--- src/verilog/hpn_map.svh ---
`ifndef HPN_MAP_SVH
`define HPN_MAP_SVH
// ----------------------------------------------------------------------
// Event bit positions and timing constants.
// ----------------------------------------------------------------------
`define HPN_NUM_EVENTS 6
`define HPN_EV_ATTN 0
`define HPN_EV_PFAULT 1
`define HPN_EV_MRL 2
`define HPN_EV_PRES 3
`define HPN_EV_CMD 4
`define HPN_EV_LINK 5
`define HPN_CLK_HZ 10000000
`define HPN_INSERT_LIMIT_MS 1000
`define HPN_INSERT_LIMIT_CYC ((`HPN_CLK_HZ / 1000) * `HPN_INSERT_LIMIT_MS)
`define HPN_MSI_PULSE_CYC 1
`endif

--- src/verilog/hpn_pkg.sv ---
`default_nettype none
package hpn_pkg;
   // Interrupt delivery mode.
   typedef enum logic [1:0] {HPN_MODE_OFF, HPN_MODE_INTX, HPN_MODE_MSI} hpn_mode_t;
   // Device power state.
   typedef enum logic [1:0] {HPN_D0, HPN_D1, HPN_D2, HPN_D3HOT} hpn_dstate_t;
endpackage
`default_nettype wire

--- src/verilog/hpn_sync.sv ---
`timescale 1ns/10ps
`default_nettype none
// ----------------------------------------------------------------------
// Three-stage synchroniser; output changes once stages two and three agree.
// ----------------------------------------------------------------------
module hpn_sync #(
   parameter int W = 1
) (
   input wire logic clk,
   input wire logic rst,
   input wire logic [W-1:0] d,
   output logic [W-1:0] q
);
   logic [W-1:0] s1_q;
   logic [W-1:0] s2_q;
   logic [W-1:0] s3_q;

   // The first stage is read only by the second stage.
   always_ff @(posedge clk) begin
      if (rst) begin
         s1_q <= '0;
         s2_q <= '0;
         s3_q <= '0;
      end else begin
         s1_q <= d;
         s2_q <= s1_q;
         s3_q <= s2_q;
      end
   end

   genvar i;
   generate
      for (i = 0; i < W; i++) begin : g_bit
         // Filter: accept a new level only when two stages agree.
         always_ff @(posedge clk) begin
            if (rst) begin
               q[i] <= 1'b0;
            end else if (s2_q[i] == s3_q[i]) begin
               q[i] <= s3_q[i];
            end
         end
      end
   endgenerate
endmodule
`default_nettype wire

--- src/verilog/hpn_notify.sv ---
`timescale 1ns/10ps
`default_nettype none
`include "hpn_map.svh"
// Functional notes
// - Port implements link-state-changed event with software notification.
// - Link-changed status sets on any change of the link-up indicator.
// - Link-changed event must follow the insertion trigger within one second.
// - Interrupt capable; each event has its own enable and status.
// - A disabled event type never raises an interrupt.
// - Clear global enable suppresses all hot-plug interrupts.
// - Already pending event produces no fresh interrupt.
// - INTx level stays high while enabled status remains set.
// - MSI mode sends one message per enabled status rising edge.
// - Optional message on re-enable while events remain pending.
// - Port signals wakeup for events while asleep or in D1-D3hot.
// - Wake when enabled status rises, low power state, wake enable set.
// - Wake gating uses per-event enables, not the global enable.
// - Port generates wakeup itself, independent of device power.
// - Event pends until cleared; repeats ignored; others still monitored.
module hpn_notify #(
   parameter int N = `HPN_NUM_EVENTS,
   parameter int INSERT_LIMIT_CYC = `HPN_INSERT_LIMIT_CYC,
   parameter bit REENABLE_MSG = 1'b1
) (
   input wire logic clk,
   input wire logic rst,
   input wire logic link_active,
   input wire logic [N-1:0] slot_event_pin,
   input wire logic [N-1:0] event_enable,
   input wire logic [N-1:0] status_clear,
   input wire logic hp_int_enable,
   input wire hpn_pkg::hpn_mode_t int_mode,
   input wire hpn_pkg::hpn_dstate_t dstate,
   input wire logic system_sleep,
   input wire logic wake_request_enable,
   input wire logic wake_required,
   input wire logic power_ctrl_present,
   input wire logic power_on_cmd,
   output logic [N-1:0] status,
   output logic link_active_out,
   output logic intx_assert,
   output logic msi_req,
   output logic wake_req,
   output logic insert_timeout
);
   // ------------------------------------------------------------------
   // Input synchronisation and event detection.
   // ------------------------------------------------------------------
   logic [N-1:0] pin_sync;
   logic [N-1:0] pin_prev_q;
   logic link_prev_q;
   logic [N-1:0] raw_evt;
   logic [N-1:0] set_evt;
   logic [N-1:0] status_q;
   logic [N-1:0] status_d;
   logic hp_en_prev_q;

   hpn_sync #(.W(N)) u_sync (
      .clk(clk),
      .rst(rst),
      .d(slot_event_pin),
      .q(pin_sync)
   );

   // Edge history for slot pins and the link-up indicator.
   always_ff @(posedge clk) begin
      if (rst) begin
         pin_prev_q <= '0;
         link_prev_q <= 1'b0;
      end else begin
         pin_prev_q <= pin_sync;
         link_prev_q <= link_active;
      end
   end

   genvar i;
   generate
      for (i = 0; i < N; i++) begin : g_evt
         if (i == `HPN_EV_LINK) begin : g_link
            // Either direction of link-up change is an event.
            assign raw_evt[i] = link_active ^ link_prev_q;
         end else begin : g_slot
            assign raw_evt[i] = pin_sync[i] & ~pin_prev_q[i];
         end
         // Set wins over a same-cycle clear; pending repeats merge.
         always_comb begin
            status_d[i] = status_q[i];
            if (status_clear[i]) begin
               status_d[i] = 1'b0;
            end
            if (raw_evt[i]) begin
               status_d[i] = 1'b1;
            end
         end
      end
   endgenerate

   // A fresh event is one whose status was clear before.
   assign set_evt = raw_evt & ~status_q;

   // Status storage.
   always_ff @(posedge clk) begin
      if (rst) begin
         status_q <= '0;
      end else begin
         status_q <= status_d;
      end
   end

   // ------------------------------------------------------------------
   // Interrupt generation.
   // ------------------------------------------------------------------
   logic reen_pulse;
   assign reen_pulse = REENABLE_MSG && hp_int_enable && !hp_en_prev_q
                       && ((status_q & event_enable) != '0);

   // Level and message interrupt outputs.
   always_ff @(posedge clk) begin
      if (rst) begin
         intx_assert <= 1'b0;
         msi_req <= 1'b0;
         hp_en_prev_q <= 1'b0;
      end else begin
         hp_en_prev_q <= hp_int_enable;
         intx_assert <= (int_mode == hpn_pkg::HPN_MODE_INTX) && hp_int_enable
                        && ((status_q & event_enable) != '0);
         msi_req <= (int_mode == hpn_pkg::HPN_MODE_MSI) && hp_int_enable
                    && (((set_evt & event_enable) != '0) || reen_pulse);
      end
   end

   // ------------------------------------------------------------------
   // Wakeup generation, independent of the global interrupt enable.
   // ------------------------------------------------------------------
   logic low_power;
   assign low_power = (dstate != hpn_pkg::HPN_D0) || system_sleep;

   // Wake pulse is built in the port; the adapter needs no power.
   always_ff @(posedge clk) begin
      if (rst) begin
         wake_req <= 1'b0;
      end else begin
         wake_req <= wake_required && low_power && wake_request_enable
                     && ((set_evt & event_enable) != '0);
      end
   end

   // ------------------------------------------------------------------
   // Insertion watchdog: flags a missing link event after one second.
   // ------------------------------------------------------------------
   logic [31:0] ins_cnt_q;
   logic ins_run_q;
   logic ins_trig;
   assign ins_trig = power_ctrl_present ? power_on_cmd : set_evt[`HPN_EV_PRES];

   // The flag only tells software; the link event itself comes from the link.
   always_ff @(posedge clk) begin
      if (rst) begin
         ins_cnt_q <= '0;
         ins_run_q <= 1'b0;
         insert_timeout <= 1'b0;
      end else if (raw_evt[`HPN_EV_LINK]) begin
         ins_run_q <= 1'b0;
         insert_timeout <= 1'b0;
      end else if (ins_trig) begin
         ins_run_q <= 1'b1;
         ins_cnt_q <= '0;
         insert_timeout <= 1'b0;
      end else if (ins_run_q) begin
         if (ins_cnt_q == 32'(INSERT_LIMIT_CYC - 1)) begin
            ins_run_q <= 1'b0;
            insert_timeout <= 1'b1;
         end else begin
            ins_cnt_q <= ins_cnt_q + 32'h1;
         end
      end
   end

   // Mirrored outputs.
   always_ff @(posedge clk) begin
      if (rst) begin
         status <= '0;
         link_active_out <= 1'b0;
      end else begin
         status <= status_d;
         link_active_out <= link_active;
      end
   end

   // ------------------------------------------------------------------
   // Assertions.
   // ------------------------------------------------------------------
   property p_link_set;
      @(posedge clk) disable iff (rst)
      (link_active != link_prev_q) |=> status_q[`HPN_EV_LINK];
   endproperty
   a_link_set: assert property (p_link_set) else $error("link change not recorded");

   property p_gate;
      @(posedge clk) disable iff (rst)
      !hp_int_enable |=> !intx_assert && !msi_req;
   endproperty
   a_gate: assert property (p_gate) else $error("interrupt while globally off");

   property p_masked;
      @(posedge clk) disable iff (rst)
      ((status_q & event_enable) == '0) |=> !intx_assert;
   endproperty
   a_masked: assert property (p_masked) else $error("intx without enabled status");

   property p_level;
      @(posedge clk) disable iff (rst)
      (int_mode == hpn_pkg::HPN_MODE_INTX && hp_int_enable
       && (status_q & event_enable) != '0) |=> intx_assert;
   endproperty
   a_level: assert property (p_level) else $error("intx dropped early");

   property p_edge;
      @(posedge clk) disable iff (rst)
      (int_mode == hpn_pkg::HPN_MODE_MSI && hp_int_enable
       && (set_evt & event_enable) != '0) |=> msi_req;
   endproperty
   a_edge: assert property (p_edge) else $error("missing msi");

   property p_no_repeat;
      @(posedge clk) disable iff (rst)
      (hp_en_prev_q && ((raw_evt & ~status_q & event_enable) == '0)) |=> !msi_req;
   endproperty
   a_no_repeat: assert property (p_no_repeat) else $error("msi without fresh event");

   property p_wake;
      @(posedge clk) disable iff (rst)
      (wake_required && wake_request_enable && (dstate != hpn_pkg::HPN_D0)
       && (raw_evt & ~status_q & event_enable) != '0) |=> wake_req;
   endproperty
   a_wake: assert property (p_wake) else $error("missing wake");

   property p_wake_d0;
      @(posedge clk) disable iff (rst)
      (!low_power || !wake_request_enable) |=> !wake_req;
   endproperty
   a_wake_d0: assert property (p_wake_d0) else $error("wake outside low power");

   property p_clear;
      @(posedge clk) disable iff (rst)
      (status_clear[0] && !raw_evt[0]) |=> !status_q[0];
   endproperty
   a_clear: assert property (p_clear) else $error("write one did not clear");

   property p_set_wins;
      @(posedge clk) disable iff (rst)
      (status_clear[0] && raw_evt[0]) |=> status_q[0];
   endproperty
   a_set_wins: assert property (p_set_wins) else $error("event lost on clear");

   c_msi: cover property (@(posedge clk) msi_req);
   c_intx: cover property (@(posedge clk) intx_assert);
   c_wake: cover property (@(posedge clk) wake_req);
   c_tmo: cover property (@(posedge clk) insert_timeout);
endmodule
`default_nettype wire

--- config.mk ---
export PLATFORM = sky130hd
export DESIGN_NAME = hpn_notify
export DESIGN_NICKNAME = d
export VERILOG_FILES = /design/src/verilog/hpn_pkg.sv /design/src/verilog/hpn_sync.sv /design/src/verilog/hpn_notify.sv
export VERILOG_INCLUDE_DIRS = /design/src /design/src/verilog
export SDC_FILE = /design/constraint.sdc
export NUM_CORES = 1
export LEC_CHECK = 0
export ABC_CLOCK_PERIOD_IN_PS = 5900
export BUFFER_PORTS_ARGS = -buffer_cell sky130_fd_sc_hd__buf_2
export CORE_MARGIN = 1.5
export CORE_UTILIZATION = 55
export CTS_BUF_LIST = sky130_fd_sc_hd__clkbuf_4
export DETAILED_ROUTE_END_ITERATION = 16
export PLACE_DENSITY = 0.81
export SLEW_MARGIN = 20
export SYNTH_ARGS = -nofsm -noshare
export SYNTH_HDL_FRONTEND = slang
export SYNTH_HIERARCHICAL = 1
export SYNTH_SLANG_ARGS = --single-unit
--- constraint.sdc ---
create_clock -name clk -period 5.9 [get_ports clk]
set_input_delay 1.18 -clock clk [delete_from_list [all_inputs] [get_ports clk]]
set_output_delay 1.18 -clock clk [all_outputs]
set_load 0.05 [all_outputs]
==> flow_summary_export.csv <==
group,metric,value,unit
status,status,"complete, no violations",
worst_setup_path,r2r-start,"status[3]$_SDFFE_PP0P_",
run,drv_cap,0,
yosys,synth_fp_nets,399,
cts,cts_tree,"built",
power,p_total,838.2,uW
routing,drc,0,
power,power_leakage,1.281,nW
sta,min_period,3.406,ns
die,core,5608,um^2
sta,grt_setup_unrepaired,"no",
placement,port_buffers,40,
grt,gr-total-overflow,0,
cells_and_area,multi_input_area,1719,um^2
yosys,synthCells,367,
worst_setup_path,cp.arrival,3.74,ns
sta,finalMaxSlewViolations,0,
cells_and_area,syn_to_final_growth,9.520,%
yosys,syn_area_per_cell,8.881,um^2
sta,worst_pin_slew,0.9862,ns
cells_and_area,drive_above_1_share,19.35,%
yosys,yosysWarningCount,6,
sta,finalClockSkew,0.01762,ns
sta,min_period_over_period,57.73,%
cts,ctsHoldBuffers,0,
cts,clockRootBuffer,"clkbuf_4",
worst_setup_path,r2r_slack,3.10,ns
cts,path_clk_slew,0.13,ns
cts,cts_setup_buffers,0,
cts,cts.repair.resized,0,
cts,cts_buffers,9,
die,start_util,58.12,%
grt,grt_max_degree,41,
hold_path,hold-path-cell-count,1,
routing,first_pass_iters,5,
hold_path,whs_endpoint,"u_sync/s2_q[4]$_SDFF_PP0_",
routing,totalWireLength,7659,um
cells_and_area,layout_common_cells,"dfxtp_1 (70), buf_2 (40), nand2_1 (30)",
worst_setup_path,critPathKind,"in2reg",
grt,antenna_found_initial,0,
sta,fmax,0.2936,GHz
worst_setup_path,critPathCaptureType,"flop",
hold_path,min_path_type,"reg2reg",
die,dieHeight,79.98,um
sta,setup_viol,0,
power,vdd_drop_max,0.1830,mV
cells_and_area,seqCellArea,1401,um^2
sta,slew_headroom,33.70,%
cts,clock_latency,0.43,ns
die,die_x,79.98,um
routing,drt-initial-drc-count,284,
grt,first_global_vias,2645,
grt,grt_usage,24.75,%
grt,grt_pass1_wl,12310,um
worst_setup_path,r2r_end,"ins_cnt_q[29]$_SDFFE_PP0P_",
routing,vias,2995,
die,num_rows,27,
worst_setup_path,required,6.23,ns
worst_setup_path,critPathMaxFanout,40,
cts,cts_sinks,70,
routing,avgViaCountPerCell,6.305,
placement,place_congestion,0.9144,
worst_setup_path,crit_path_start_kind,"input pin",
routing,final_antenna_net_count,0,
yosys,synth_area,3259,um^2
sta,fin_tns_setup,0,ns
sta,finalHoldViolCount,0,
die,die_area,6397,um^2
routing,drt-wirelength-per-cell,16.12,um
cts,htree_levels,3,
cells_and_area,nNetsFinal,430,
power,pwr_density_cell,234.8,nW/um^2
cells_and_area,layout_commonest_cell,"dfxtp_1",
placement,dp_hpwl,5192,um
hold_path,min_from,"u_sync/s1_q[4]$_SDFF_PP0_",
worst_setup_path,reg2reg_depth,5,
cells_and_area,n_antenna_cell,0,
die,ios,42,
cts,ctsLongestPathBuffers,2,
cells_and_area,fillers,511,
-- flip-flops by register name, indices dropped and copies added (netlist names) --
register / cells
ins_cnt_q: 32
hp_en_prev_q: 1
u_sync/q: 5
u_sync/s3_q: 5
wake_req: 1
status: 6
ins_run_q: 1
intx_assert: 1
link_active_out: 1
msi_req: 1
u_sync/s1_q: 5
u_sync/s2_q: 5
insert_timeout: 1
pin_prev_q: 5
-- metrics by stage --
| stage | setup WS (ns) | cells | util [%] | cell area (um^2) | hold WS (ns) |
|---|---|---|---|---|---|
| 3_5_place_dp | 2.143 | 459 | 61.36 | 3441 | 0.4349 |
| 6_report | 2.494 | 475 | 63.65 | 3570 | 0.4583 |
| 2_1_floorplan | 2.941 | 367 | - | 3259 | 0.4109 |
| 3_3_place_gp | 2.221 | 459 | 61.36 | 3441 | 0.4172 |
| 5_1_grt | 2.380 | 475 | 63.65 | 3570 | 0.4691 |
| 4_1_cts | 2.582 | 475 | 63.65 | 3570 | 0.4645 |
-- layer usage --
metal	share of wire, %	routed length, um	vias up	global-route usage [%]
li1	-	-	1448	-
met1	45	3471	1426	33.57
met2	47	3627	109	37.56
met3	6.1	465	12	5.600
met4	1.2	95	0	10.69
met5	0	0	-	0
-- power breakdown --
| part | switching [mW] | total, mW | internal [mW] | leakage (nW) |
|---|---|---|---|---|
| Clock | 0.198 | 0.293 | 0.0950 | 0.0659 |
| Sequential | 0.00401 | 0.483 | 0.479 | 0.567 |
| Combinational | 0.0400 | 0.0619 | 0.0219 | 0.648 |
-- critical path, stage by stage --
cell	delay, ns
buf_2	0.34
a21oi_1	0.30
nand2_1	0.42
nor2_1	0.84
nand2_2	0.31
o31ai_1	0.33
-- worst max path at each step --
stage	from	endpoint
detailed placement	rst	ins_cnt_q[24]$_SDFFE_PP0P_
global placement	rst	ins_cnt_q[23]$_SDFFE_PP0P_
floorplan	power_ctrl_present	ins_cnt_q[27]$_SDFFE_PP0P_
global route	rst	ins_cnt_q[24]$_SDFFE_PP0P_
finish	rst	ins_cnt_q[24]$_SDFFE_PP0P_
CTS	rst	ins_cnt_q[24]$_SDFFE_PP0P_
-- cell type report --
cell class / instances / share of cell area [%]
multi-input combinational: 269 / 48.16
sequential: 70 / 39.26
timing repair buffer: 40 / 5.608
tap: 72 / 2.524
clock buffer: 9 / 1.893
clock inverter: 7 / 1.717
inverter: 8 / 0.8412
Note: power is estimated with default switching activity, not from simulation.
